File: src/core/dfm_defines.svh
`ifndef DFM_DEFINES_SVH
`define DFM_DEFINES_SVH

`define DFM_NBLK            4
`define DFM_BLK_UV          0
`define DFM_BLK_OV          1
`define DFM_BLK_TEMP        2
`define DFM_BLK_COMM        3

`define DFM_CLK_HZ          125000000
`define DFM_REPORT_S        1
`define DFM_HOLDOFF_S       5
`define DFM_MS_PER_S        1000

`define DFM_REG_STATUS      8'h00
`define DFM_REG_UV_THR      8'h04
`define DFM_REG_OV_THR      8'h08
`define DFM_REG_V_MARGIN    8'h0c
`define DFM_REG_T_THR       8'h10
`define DFM_REG_T_MARGIN    8'h14
`define DFM_REG_COMM_TMO    8'h18
`define DFM_BLK_FIRST       4'h2
`define DFM_BLK_LAST        4'h5
`define DFM_BLK_CFG         4'h0
`define DFM_BLK_SPN         4'h4
`define DFM_BLK_DELAY       4'h8
`define DFM_BLK_DTC         4'hc

`define DFM_CFG_DET_EN      0
`define DFM_CFG_KILL        1
`define DFM_CFG_REP_EN      2
`define DFM_CFG_STICKY      3
`define DFM_CFG_LAMP_LSB    4
`define DFM_CFG_FMI_LSB     8

`define DFM_RST_UV_THR      16'h2328
`define DFM_RST_OV_THR      16'h7530
`define DFM_RST_V_MARGIN    16'h01f4
`define DFM_RST_T_THR       16'h0069
`define DFM_RST_T_MARGIN    16'h0005
`define DFM_RST_COMM_TMO    16'h03e8
`define DFM_RST_LAMP        2'h1
`define DFM_RST_FMI_LOW     5'h01
`define DFM_RST_SPN         19'h7f000
`define DFM_RST_DELAY       16'h03e8

`define DFM_RESP_OKAY       2'h0
`define DFM_RESP_SLVERR     2'h2
`define DFM_DEST_GLOBAL     8'hff

`endif

File: src/core/dfm_pkg.sv
`include "dfm_defines.svh"

package dfm_pkg;

  typedef enum logic [1:0] {
    DFM_REQ_ACTIVE,
    DFM_REQ_PREV,
    DFM_REQ_CLR_PREV,
    DFM_REQ_CLR_ACTIVE
  } dfm_req_kind_t;

  typedef enum logic [1:0] {
    DFM_TX_SINGLE,
    DFM_TX_BAM,
    DFM_TX_TP
  } dfm_txmode_t;

  typedef enum logic {
    DFM_TXS_IDLE,
    DFM_TXS_BUSY
  } dfm_txs_t;

  typedef struct packed {
    logic          valid;
    dfm_req_kind_t kind;
    logic [7:0]    src;
  } dfm_req_in_t;

  typedef struct packed {
    logic                      valid;
    dfm_txmode_t               mode;
    logic                      prev_list;
    logic [7:0]                dest;
    logic [7:0]                lamp;
    logic [2:0]                count;
    logic [`DFM_NBLK-1:0]      mask;
    logic [`DFM_NBLK-1:0][31:0] dtc;
  } dfm_tx_t;

  typedef struct packed {
    logic        det_en;
    logic        kill;
    logic        rep_en;
    logic        sticky;
    logic [1:0]  lamp;
    logic [4:0]  fmi;
    logic [18:0] spn;
    logic [15:0] qdly;
  } dfm_cfg_t;

  typedef struct packed {
    logic        flag;
    logic        qual;
    logic        active;
    logic        prev;
    logic [6:0]  oc;
    logic [15:0] qcnt;
  } dfm_blk_t;

  typedef struct packed {
    logic        awready;
    logic        wready;
    logic        bvalid;
    logic [1:0]  bresp;
    logic        arready;
    logic        rvalid;
    logic [1:0]  rresp;
    logic [31:0] rdata;
  } dfm_axi_t;

endpackage

File: src/core/dfm_top.sv
// Contract
// - Detection off ignores that block's faults
// - Supply/temperature faults kill outputs if enabled
// - Low fault clears at threshold plus margin
// - High fault clears at threshold minus margin
// - Voltage blocks share margin, own kill
// - Code settings act only with reporting enabled
// - Code is SPN, FMI, zero bit, count
// - Report every second while reporting enabled
// - Report at once when any code turns active or the last active code clears
// - Many codes: BAM broadcast, TP to requester
// - No report broadcasts for five seconds
// - Qualify delay, then active, count, report
// - Non-sticky codes drop when condition clears
// - Previous list and clears only on request
// - First byte carries selected lamp bits
// - New parameter number zeroes occurrence count
// - New failure mode zeroes occurrence count
// - High failure mode derived from low mode
// - Unmapped modes shared, counts kept apart
// - Supply both sides, temperature/comm high only
`timescale 1ns/1ps
`include "dfm_defines.svh"

module dfm_top #(
  parameter logic [31:0] MS_CYCLES   = `DFM_CLK_HZ / `DFM_MS_PER_S,
  parameter logic [31:0] SEC_CYCLES  = `DFM_CLK_HZ * `DFM_REPORT_S,
  parameter logic [31:0] HOLD_CYCLES = `DFM_CLK_HZ * `DFM_HOLDOFF_S
) (
  input  wire logic                 aclk,
  input  wire logic                 aresetn,
  input  wire logic [7:0]           awaddr,
  input  wire logic                 awvalid,
  output logic                      awready,
  input  wire logic [31:0]          wdata,
  input  wire logic [3:0]           wstrb,
  input  wire logic                 wvalid,
  output logic                      wready,
  output logic [1:0]                bresp,
  output logic                      bvalid,
  input  wire logic                 bready,
  input  wire logic [7:0]           araddr,
  input  wire logic                 arvalid,
  output logic                      arready,
  output logic [31:0]               rdata,
  output logic [1:0]                rresp,
  output logic                      rvalid,
  input  wire logic                 rready,
  input  wire logic [15:0]          supply_meas,
  input  wire logic [15:0]          temp_meas,
  input  wire logic                 rx_msg_seen,
  input  wire dfm_pkg::dfm_req_in_t req,
  output dfm_pkg::dfm_tx_t          tx,
  input  wire logic                 tx_ready,
  output logic                      outputs_off
);

  typedef struct packed {
    dfm_pkg::dfm_axi_t                    axi;
    dfm_pkg::dfm_cfg_t [`DFM_NBLK-1:0]    cfg;
    dfm_pkg::dfm_blk_t [`DFM_NBLK-1:0]    blk;
    logic [15:0]                          uv_thr;
    logic [15:0]                          ov_thr;
    logic [15:0]                          v_margin;
    logic [15:0]                          t_thr;
    logic [15:0]                          t_margin;
    logic [15:0]                          comm_tmo;
    logic [15:0]                          comm_ms;
    logic [31:0]                          ms_cnt;
    logic [31:0]                          sec_cnt;
    logic [31:0]                          hold_cnt;
    logic                                 hold_done;
    logic                                 pend_bcast;
    logic                                 pend_reply;
    logic                                 reply_prev;
    logic [7:0]                           reply_src;
    dfm_pkg::dfm_txs_t                    txs;
    dfm_pkg::dfm_tx_t                     tx;
    logic                                 outputs_off;
  } dfm_state_t;

  dfm_state_t s_q;
  dfm_state_t s_d;

  function automatic logic [4:0] high_fmi(input logic [4:0] low);
    logic [4:0] r;
    r = low;
    unique case (low)
      5'h01:   r = 5'h00;
      5'h04:   r = 5'h03;
      5'h05:   r = 5'h06;
      5'h11:   r = 5'h0f;
      5'h12:   r = 5'h10;
      5'h15:   r = 5'h14;
      default: r = low;
    endcase
    return r;
  endfunction

  // Only blocks that watch a ceiling report the derived high-side mode
  function automatic logic [31:0] make_dtc(input dfm_pkg::dfm_cfg_t c, input logic [6:0] oc,
                                           input logic hi);
    logic [4:0] f;
    f = hi ? high_fmi(c.fmi) : c.fmi;
    return {oc, 1'b0, f, c.spn};
  endfunction

  function automatic logic [31:0] merge(input logic [31:0] old, input logic [31:0] wd,
                                        input logic [3:0] be);
    logic [31:0] m;
    for (int b = 0; b < 4; b++) begin
      m[8*b +: 8] = {8{be[b]}};
    end
    return (old & ~m) | (wd & m);
  endfunction

  function automatic logic blk_high(input int i);
    return i != `DFM_BLK_UV;
  endfunction

  always_comb begin
    logic                  ms_tick;
    logic                  sec_tick;
    logic                  any_rep;
    logic                  any_act_q;
    logic                  any_act_d;
    logic                  new_evt;
    logic                  trip;
    logic                  clr;
    logic                  qual_now;
    logic                  hi;
    logic [15:0]           meas;
    logic [15:0]           thr;
    logic [15:0]           mrg;
    logic [31:0]           wv;
    logic [31:0]           rv;
    logic [3:0]            bsel;
    logic [1:0]            rsp;
    logic [`DFM_NBLK-1:0]  mask;
    logic [2:0]            cnt;
    logic [7:0]            lamp;
    dfm_pkg::dfm_cfg_t     c;
    ms_tick   = (s_q.ms_cnt == MS_CYCLES - 32'h1);
    sec_tick  = (s_q.sec_cnt == SEC_CYCLES - 32'h1);
    any_rep   = 1'b0;
    any_act_q = 1'b0;
    any_act_d = 1'b0;
    new_evt   = 1'b0;
    trip      = 1'b0;
    clr       = 1'b0;
    qual_now  = 1'b0;
    hi        = 1'b0;
    meas      = '0;
    thr       = '0;
    mrg       = '0;
    wv        = '0;
    rv        = '0;
    bsel      = '0;
    rsp       = `DFM_RESP_OKAY;
    mask      = '0;
    cnt       = '0;
    lamp      = '0;
    c         = '0;
    s_d       = s_q;

    s_d.ms_cnt  = ms_tick ? '0 : s_q.ms_cnt + 32'h1;
    s_d.sec_cnt = sec_tick ? '0 : s_q.sec_cnt + 32'h1;
    if (!s_q.hold_done) begin
      s_d.hold_cnt  = s_q.hold_cnt + 32'h1;
      s_d.hold_done = (s_q.hold_cnt == HOLD_CYCLES - 32'h1);
    end
    if (rx_msg_seen) begin
      s_d.comm_ms = '0;
    end else if (ms_tick && s_q.comm_ms != 16'hffff) begin
      s_d.comm_ms = s_q.comm_ms + 16'h1;
    end

    // Requests from the network; clears act before qualification so a new fault wins
    if (req.valid) begin
      unique case (req.kind)
        dfm_pkg::DFM_REQ_ACTIVE, dfm_pkg::DFM_REQ_PREV: begin
          s_d.pend_reply = 1'b1;
          s_d.reply_prev = (req.kind == dfm_pkg::DFM_REQ_PREV);
          s_d.reply_src  = req.src;
        end
        dfm_pkg::DFM_REQ_CLR_PREV: begin
          for (int i = 0; i < `DFM_NBLK; i++) begin
            s_d.blk[i].prev = 1'b0;
          end
        end
        dfm_pkg::DFM_REQ_CLR_ACTIVE: begin
          for (int i = 0; i < `DFM_NBLK; i++) begin
            if (s_q.blk[i].active) begin
              s_d.blk[i].active = 1'b0;
              s_d.blk[i].prev   = 1'b1;
            end
          end
        end
      endcase
    end

    // Register bus: address and data are taken together, one cycle after both arrive
    s_d.axi.awready = awvalid && wvalid && !s_q.axi.awready && !s_q.axi.bvalid;
    s_d.axi.wready  = s_d.axi.awready;
    if (s_q.axi.bvalid && bready) begin
      s_d.axi.bvalid = 1'b0;
    end
    if (s_q.axi.awready) begin
      bsel = awaddr[7:4] - `DFM_BLK_FIRST;
      if (awaddr[7:4] >= `DFM_BLK_FIRST && awaddr[7:4] <= `DFM_BLK_LAST) begin
        c = s_q.cfg[bsel[1:0]];
        unique case ({awaddr[3:2], 2'b00})
          `DFM_BLK_CFG: begin
            wv = merge({19'h0, c.fmi, 2'h0, c.lamp, c.sticky, c.rep_en, c.kill, c.det_en},
                       wdata, wstrb);
            s_d.cfg[bsel[1:0]].det_en = wv[`DFM_CFG_DET_EN];
            s_d.cfg[bsel[1:0]].kill   = wv[`DFM_CFG_KILL];
            s_d.cfg[bsel[1:0]].rep_en = wv[`DFM_CFG_REP_EN];
            s_d.cfg[bsel[1:0]].sticky = wv[`DFM_CFG_STICKY];
            s_d.cfg[bsel[1:0]].lamp   = wv[`DFM_CFG_LAMP_LSB +: 2];
            s_d.cfg[bsel[1:0]].fmi    = wv[`DFM_CFG_FMI_LSB +: 5];
            if (wv[`DFM_CFG_FMI_LSB +: 5] != c.fmi) begin
              s_d.blk[bsel[1:0]].oc = '0;
            end
          end
          `DFM_BLK_SPN: begin
            wv = merge({13'h0, c.spn}, wdata, wstrb);
            s_d.cfg[bsel[1:0]].spn = wv[18:0];
            if (wv[18:0] != c.spn) begin
              s_d.blk[bsel[1:0]].oc = '0;
            end
          end
          `DFM_BLK_DELAY: begin
            wv = merge({16'h0, c.qdly}, wdata, wstrb);
            s_d.cfg[bsel[1:0]].qdly = wv[15:0];
          end
          default: ;
        endcase
      end else begin
        unique case ({awaddr[7:2], 2'b00})
          `DFM_REG_STATUS: ;
          `DFM_REG_UV_THR:   s_d.uv_thr   = 16'(merge({16'h0, s_q.uv_thr}, wdata, wstrb));
          `DFM_REG_OV_THR:   s_d.ov_thr   = 16'(merge({16'h0, s_q.ov_thr}, wdata, wstrb));
          `DFM_REG_V_MARGIN: s_d.v_margin = 16'(merge({16'h0, s_q.v_margin}, wdata, wstrb));
          `DFM_REG_T_THR:    s_d.t_thr    = 16'(merge({16'h0, s_q.t_thr}, wdata, wstrb));
          `DFM_REG_T_MARGIN: s_d.t_margin = 16'(merge({16'h0, s_q.t_margin}, wdata, wstrb));
          `DFM_REG_COMM_TMO: s_d.comm_tmo = 16'(merge({16'h0, s_q.comm_tmo}, wdata, wstrb));
          default:           rsp = `DFM_RESP_SLVERR;
        endcase
      end
      s_d.axi.bvalid = 1'b1;
      s_d.axi.bresp  = rsp;
    end

    // Fault detection, qualification and code state per block
    s_d.outputs_off = 1'b0;
    for (int i = 0; i < `DFM_NBLK; i++) begin
      c  = s_d.cfg[i];
      hi = blk_high(i);
      any_rep   = any_rep | c.rep_en;
      any_act_q = any_act_q | s_q.blk[i].active;
      if (i == `DFM_BLK_UV || i == `DFM_BLK_OV) begin
        meas = supply_meas;
        thr  = (i == `DFM_BLK_UV) ? s_q.uv_thr : s_q.ov_thr;
        mrg  = s_q.v_margin;
      end else if (i == `DFM_BLK_TEMP) begin
        meas = temp_meas;
        thr  = s_q.t_thr;
        mrg  = s_q.t_margin;
      end else begin
        meas = s_q.comm_ms;
        thr  = s_q.comm_tmo;
        mrg  = '0;
      end
      trip = hi ? (meas > thr) : (meas < thr);
      clr  = hi ? ({1'b0, meas} + {1'b0, mrg} <= {1'b0, thr})
                : ({1'b0, meas} >= {1'b0, thr} + {1'b0, mrg});
      if (!c.det_en) begin
        s_d.blk[i].flag = 1'b0;
      end else if (!s_q.blk[i].flag && trip) begin
        s_d.blk[i].flag = 1'b1;
      end else if (s_q.blk[i].flag && clr) begin
        s_d.blk[i].flag = 1'b0;
      end
      if (s_d.blk[i].flag && !s_q.blk[i].flag) begin
        s_d.blk[i].qcnt = c.qdly;
      end else if (ms_tick && s_q.blk[i].qcnt != '0) begin
        s_d.blk[i].qcnt = s_q.blk[i].qcnt - 16'h1;
      end
      if (!s_d.blk[i].flag) begin
        s_d.blk[i].qual = 1'b0;
      end
      qual_now = s_q.blk[i].flag && s_d.blk[i].flag && !s_q.blk[i].qual && c.rep_en
                 && s_q.blk[i].qcnt == '0;
      if (qual_now) begin
        s_d.blk[i].active = 1'b1;
        s_d.blk[i].qual   = 1'b1;
        new_evt = new_evt | !s_q.blk[i].active;
        if (s_q.blk[i].oc != 7'h7f) begin
          s_d.blk[i].oc = s_d.blk[i].oc + 7'h1;
        end
      end else if (s_q.blk[i].active && !s_d.blk[i].flag && !c.sticky) begin
        s_d.blk[i].active = 1'b0;
        s_d.blk[i].prev   = 1'b1;
      end
      if (!c.rep_en) begin
        s_d.blk[i].active = 1'b0;
      end
      if (i != `DFM_BLK_COMM && c.kill && s_d.blk[i].flag) begin
        s_d.outputs_off = 1'b1;
      end
      any_act_d = any_act_d | s_d.blk[i].active;
    end

    // Broadcast requests are set after the issue clears them, so none is lost
    if (s_q.txs == dfm_pkg::DFM_TXS_IDLE && (s_q.pend_reply || (s_q.pend_bcast && s_q.hold_done))) begin
      for (int i = 0; i < `DFM_NBLK; i++) begin
        c       = s_q.cfg[i];
        mask[i] = c.rep_en && (s_q.pend_reply && s_q.reply_prev ? s_q.blk[i].prev
                                                                 : s_q.blk[i].active);
        cnt     = cnt + 3'(mask[i]);
        if (c.rep_en && s_q.blk[i].active) begin
          lamp = lamp | (8'h01 << {c.lamp, 1'b0});
        end
        s_d.tx.dtc[i] = make_dtc(c, s_q.blk[i].oc, blk_high(i));
      end
      s_d.tx.mask  = mask;
      s_d.tx.count = cnt;
      s_d.tx.lamp  = lamp;
      s_d.txs      = dfm_pkg::DFM_TXS_BUSY;
      if (s_q.pend_reply) begin
        s_d.pend_reply   = req.valid && !req.kind[1];
        s_d.tx.prev_list = s_q.reply_prev;
        s_d.tx.dest      = s_q.reply_src;
        s_d.tx.mode      = cnt > 3'h1 ? dfm_pkg::DFM_TX_TP : dfm_pkg::DFM_TX_SINGLE;
      end else begin
        s_d.pend_bcast   = 1'b0;
        s_d.tx.prev_list = 1'b0;
        s_d.tx.dest      = `DFM_DEST_GLOBAL;
        s_d.tx.mode      = cnt > 3'h1 ? dfm_pkg::DFM_TX_BAM : dfm_pkg::DFM_TX_SINGLE;
      end
    end else if (s_q.txs == dfm_pkg::DFM_TXS_BUSY && tx_ready) begin
      s_d.txs = dfm_pkg::DFM_TXS_IDLE;
    end
    s_d.tx.valid = (s_d.txs == dfm_pkg::DFM_TXS_BUSY);
    if ((sec_tick && any_rep) || new_evt || (any_act_q && !any_act_d && any_rep)) begin
      s_d.pend_bcast = 1'b1;
    end

    // Register reads
    s_d.axi.arready = arvalid && !s_q.axi.arready && !s_q.axi.rvalid;
    if (s_q.axi.rvalid && rready) begin
      s_d.axi.rvalid = 1'b0;
    end
    if (s_q.axi.arready) begin
      rsp  = `DFM_RESP_OKAY;
      bsel = araddr[7:4] - `DFM_BLK_FIRST;
      if (araddr[7:4] >= `DFM_BLK_FIRST && araddr[7:4] <= `DFM_BLK_LAST) begin
        c = s_q.cfg[bsel[1:0]];
        unique case ({araddr[3:2], 2'b00})
          `DFM_BLK_CFG:   rv = {19'h0, c.fmi, 2'h0, c.lamp, c.sticky, c.rep_en, c.kill, c.det_en};
          `DFM_BLK_SPN:   rv = {13'h0, c.spn};
          `DFM_BLK_DELAY: rv = {16'h0, c.qdly};
          default:        rv = make_dtc(c, s_q.blk[bsel[1:0]].oc, bsel[1:0] != 2'(`DFM_BLK_UV));
        endcase
      end else begin
        unique case ({araddr[7:2], 2'b00})
          `DFM_REG_STATUS: begin
            for (int i = 0; i < `DFM_NBLK; i++) begin
              rv[i]      = s_q.blk[i].active;
              rv[4 + i]  = s_q.blk[i].prev;
              rv[8 + i]  = s_q.blk[i].flag;
            end
            rv[12] = s_q.hold_done;
            rv[13] = s_q.outputs_off;
          end
          `DFM_REG_UV_THR:   rv = {16'h0, s_q.uv_thr};
          `DFM_REG_OV_THR:   rv = {16'h0, s_q.ov_thr};
          `DFM_REG_V_MARGIN: rv = {16'h0, s_q.v_margin};
          `DFM_REG_T_THR:    rv = {16'h0, s_q.t_thr};
          `DFM_REG_T_MARGIN: rv = {16'h0, s_q.t_margin};
          `DFM_REG_COMM_TMO: rv = {16'h0, s_q.comm_tmo};
          default:           rsp = `DFM_RESP_SLVERR;
        endcase
      end
      s_d.axi.rvalid = 1'b1;
      s_d.axi.rdata  = rv;
      s_d.axi.rresp  = rsp;
    end
  end

  always_ff @(posedge aclk) begin
    if (!aresetn) begin
      s_q          <= '0;
      s_q.uv_thr   <= `DFM_RST_UV_THR;
      s_q.ov_thr   <= `DFM_RST_OV_THR;
      s_q.v_margin <= `DFM_RST_V_MARGIN;
      s_q.t_thr    <= `DFM_RST_T_THR;
      s_q.t_margin <= `DFM_RST_T_MARGIN;
      s_q.comm_tmo <= `DFM_RST_COMM_TMO;
      s_q.txs      <= dfm_pkg::DFM_TXS_IDLE;
      for (int i = 0; i < `DFM_NBLK; i++) begin
        s_q.cfg[i].lamp <= `DFM_RST_LAMP;
        s_q.cfg[i].fmi  <= `DFM_RST_FMI_LOW;
        s_q.cfg[i].spn  <= `DFM_RST_SPN;
        s_q.cfg[i].qdly <= `DFM_RST_DELAY;
      end
    end else begin
      s_q <= s_d;
    end
  end

  assign awready     = s_q.axi.awready;
  assign wready      = s_q.axi.wready;
  assign bvalid      = s_q.axi.bvalid;
  assign bresp       = s_q.axi.bresp;
  assign arready     = s_q.axi.arready;
  assign rvalid      = s_q.axi.rvalid;
  assign rresp       = s_q.axi.rresp;
  assign rdata       = s_q.axi.rdata;
  assign tx          = s_q.tx;
  assign outputs_off = s_q.outputs_off;

endmodule

File: config.mk
export PLATFORM = sky130hd
export DESIGN_NAME = dfm_top
export DESIGN_NICKNAME = d
export VERILOG_FILES = /design/src/core/dfm_pkg.sv /design/src/core/dfm_top.sv
export VERILOG_INCLUDE_DIRS = /design/src /design/src/core
export SDC_FILE = /design/constraint.sdc
export NUM_CORES = 2
export LEC_CHECK = 0
export BUFFER_PORTS_ARGS = -buffer_cell sky130_fd_sc_hd__buf_2
export CAP_MARGIN = 40
export CORE_MARGIN = 8
export CORE_UTILIZATION = 32
export DETAILED_ROUTE_END_ITERATION = 6
export PLACE_DENSITY_LB_ADDON = 0.12
export SKIP_LAST_GASP = 1
export SYNTH_ARGS = -nofsm -noshare
export SYNTH_HDL_FRONTEND = slang
export SYNTH_SLANG_ARGS = --single-unit
File: constraint.sdc
create_clock -name aclk -period 5.2 [get_ports aclk]
set_input_delay 0.52 -clock aclk [delete_from_list [all_inputs] [get_ports aclk]]
set_output_delay 0.52 -clock aclk [all_outputs]
set_load 0.01 [all_outputs]
==> results by group <==
Synth
  • EDFF count, synth: 0
  • Share of synthesized area spent on multiplexers: ~8.2%
  • Post-synth cell types: approximately 110
  • Simple-gate area share of the yosys netlist: 20.65%
  • Adder-Cell Fraction of Synth Area: approximately 6.1%
  • Gate count of the mapped netlist: roughly 4.6k
  • Register area share after synthesis: a little over a third
  • Synth Flop Type: dfxtp_1
  • Mapped cell area: 38120 um^2
  • Synth Area in Compound Gates: about 16%
  • Post-synth ARST share: 0%
  • Yosys reg bits: approximately 700
  • Synth warn: 0
  • Avg Cell Area, Syn: between 8 and 9 um^2
  • Largest family of logic cells by synthesized area: simple AND/OR/NAND/NOR gates
  • Synth Area in XOR/XNOR: about 5.0%

Floorplanning
  • Overall die height: 361.2 um
  • Die area: approximately 130000 um^2
  • Die width: between 300 and 400 um
  • Number of cell rows: around 130
  • Core area: roughly 120000 um^2
  • Ports: 301
  • Initial Util: 32.29%

Timing
  • Unrepaired setup endpoints after global routing: no
  • Final min period: 4.897 ns
  • Hold Vio Cnt, Final: 0
  • Final setup viols: 0
  • Final Max Tran Viols: 0
  • Max-slew headroom: 38.56%
  • TNS Setup: 0 ns
  • Max Clock Freq: 204.2 MHz
  • Worst Tran Pin Value: slightly above 0.9 ns
  • Final Skew: around 0.033 ns
  • Final worst path period share: between 90% and 100%

Worst setup path
  • Crit-path leading delay family: compound AO/OA/AOI/OAI gates
  • CP endpoint kind: register
  • Worst path bufs/invs: 1
  • CP startpoint kind: register
  • Max stage delay on crit path: roughly 0.53 ns
  • CP Cell Sequence: ha_1 -> a21o_1 -> or3_1 -> o22a_1 -> a31o_2 -> a21o_1 -> a21oi_1 -> xnor2_1 -> ha_1 -> nand2_1 -> or4_1 -> o32ai_1 -> a31oi_1 -> a2111oi_1 -> buf_4 -> nand2_1 -> nand2_1 -> o221ai_1 -> o21ai_1
  • Worst Path Required: 5.78 ns
  • Reg2reg path depth: 19
  • Reg2reg end: s_q[167]
  • Crit Path Category: reg2reg
  • Most frequent CP cell: nand2_1
  • Slowest cell on the critical path: or4_1
  • CP arrival: 5.48 ns
  • Maximum fanout along the worst path: 5
  • Worst reg-to-reg setup slack: roughly 0.3 ns
  • Stages on worst setup path: 19

Final layout
  • Multi-input gate area: 21260 um^2
  • Filler cell count in the final layout: 12.24k
  • Most common cell after layout, fill and taps aside: dfxtp_1
  • Layout net count: ~5k
  • FF/Latch Area: approximately 14000 um^2
  • Layout cells sized above 1: 14.47%
  • Commonest cells after routing, fill and taps aside: 697 x dfxtp_1, 633 x nand2_1, 489 x nor2_1
  • Layout area overhead: 12.11%

Power and ir drop
  • Pwr Density: between 200 and 300 nW/um^2
  • Internal power: 9.166 mW
  • Sequential Power Share: 44.4%
  • Comb pwr share: 7.0%
  • Clock share of power: between 40 and 50%
  • Sw Ratio: 24.98%
  • Tot Pwr: approximately 12 mW
  • Switching pwr: 3.053 mW
  • Pleak: between 15 and 20 nW
  • Maximum VDD drop: approximately 0.21 mV

Worst hold path
  • Hold Path End: wready
  • Hold Startpoint: wvalid
  • Worst Hold Class: in2reg
  • Hold-critical path depth: 3

Run
  • Max-cap violations: 0

CTS
  • CTS tree: done
  • Worst-Skew Late Latency: between 0.6 and 0.7 ns
  • Clock buffer depth: 3
  • Deepest level of the CTS H-tree: 3
  • CTS clk-pin slew, worst paths: 0.06 ns
  • Root Buffer: clkbuf_16
  • CTS buffer count: 84
  • CTS Sinks: 697

Global routing
  • Largest net degree at the start of global routing: about 160
  • GR Util All Layers: just over 20%
  • Initial antenna violation count: 12
  • First-pass GRT wire length: 209600 um
  • Overflow after GRT: 0
  • Number of global-route vias before repair: 31.49k

Drt
  • Initial DRC count: about 2.7k
  • Via density per instance: about 5.3
  • DRC: 0
  • Routed WL per cell: ~23 um
  • Vias: between 30k and 40k
  • DRT Pass-1 Iters: 6
  • WL final: 141300 um
  • Antenna-violating nets left: 0

Placement
  • Gpl congestion: roughly 0.88
  • Port bufs: approximately 270
  • Final HPWL DP: about 110000 um

Outcome
  • Status: complete, no violations
## cell usage after synthesis, drive strengths merged (10+ instances only)
cell type	number	share of area [%]
nor2b	26	0.43
xnor2	96	2.2
and3	41	0.67
mux4	92	5.4
nor4b	10	0.25
a221oi	13	0.30
o21a	10	0.20
buf	243	4.4
inv	131	1.3
nor2	493	4.9
a31oi	21	0.34
clkbuf	218	2.2
o211a	12	0.32
nand2b	35	0.59
or4	10	0.22
or3	39	0.67
dfxtp	697	37
nand2	634	6.2
nor4	36	0.61
o221ai	11	0.25
a22oi	23	0.45
nor3	70	0.99
o21ai	140	1.9
o211ai	37	0.73
a21o	34	0.67
ha	178	5.8
a22o	16	0.37
a21oi	389	5.1
or2	10	0.16
nand3	203	2.7
xor2	123	2.8
mux2i	97	2.6
nand4	58	0.95
nand3b	10	0.20
a211oi	136	2.7
and2	33	0.54
## power by group through the flow
stage | combinational (mW) | sequential (mW) | clock, mW
after floorplan | 0.553 | 5.52 | 0
after global placement | 0.845 | 5.54 | 0
after detailed placement | 0.859 | 5.54 | 0
after CTS | 0.862 | 5.42 | 6.10
after global routing | 0.925 | 5.42 | 6.30
final | 0.858 | 5.42 | 5.94
## worst max-delay path by stage
| stage | startpoint | endpoint |
|---|---|---|
| final | register | s_q[167] |
| after global routing | register | s_q[427] |
| after CTS | register | s_q[427] |
| after detailed placement | temp_meas[0] | s_q[451] |
| after global placement | temp_meas[0] | s_q[453] |
| after floorplan | supply_meas[5] | s_q[421] |
## cells by family after synthesis
kind of cell / Yosys count
and+or+nand+nor: 1733
DFF: 697
other: 1
muxes: 195
buffers and inverters: 594
xor gates and xnor gates: 219
AOI/OAI and AO/OA: 936
adders and majority gates: 182
## worst reg2reg max path, cell delays in order (launching register included)
cell and delay (ns):
dfxtp_1 0.50, ha_1 0.35, a21o_1 0.20, or3_1 0.31, o22a_1 0.24, a31o_2 0.30, a21o_1 0.18, a21oi_1 0.17
xnor2_1 0.09, ha_1 0.30, nand2_1 0.07, or4_1 0.53, o32ai_1 0.31, a31oi_1 0.09, a2111oi_1 0.40, buf_4 0.22
nand2_1 0.07, nand2_1 0.21, o221ai_1 0.15, o21ai_1 0.15
## routing by layer
layer | up-vias | track usage [%] | wire length (um)
met2 | 783 | 34.70 | 66310
met5 | - | 0 | 13
li1 | 15910 | - | -
met3 | 177 | 3.109 | 6958
met4 | 2 | 5.515 | 3801
met1 | 15880 | 27.92 | 64190
## layout make-up
| cell class | instances | area share, % |
|---|---|---|
| Clock buffer | 126 | 5.738 |
| Sequential cell | 697 | 32.65 |
| Multi-Input combinational cell | 3276 | 49.74 |
| Inverter | 133 | 1.186 |
| Tap cell | 1536 | 4.497 |
| Timing Repair Buffer | 380 | 5.475 |
| Antenna cell | 4 | 0.02342 |
| Clock inverter | 25 | 0.6968 |
## metrics by stage
step	hold slack [ns]	instance area, um^2	cells	util (%)	worst slack [ns]
CTS	0.06098	42700	6172	36.17	0.1448
detailed placement	0.4379	39950	6021	33.84	-0.1924
floorplan	0.4263	38160	4567	-	0.5049
global route	0.07988	42730	6173	36.19	0.02231
finish	0.1017	42740	6177	36.19	0.3025
global placement	0.4383	39770	6009	33.68	-0.1535
## timing repair
item | CTS | global route
hold buffers | 0 | 0
gates resized for setup | 0 | 3
endpoints found under the setup margin | 0 | 13
setup buffers | 0 | 1
Power figures use the tool's default switching activity.
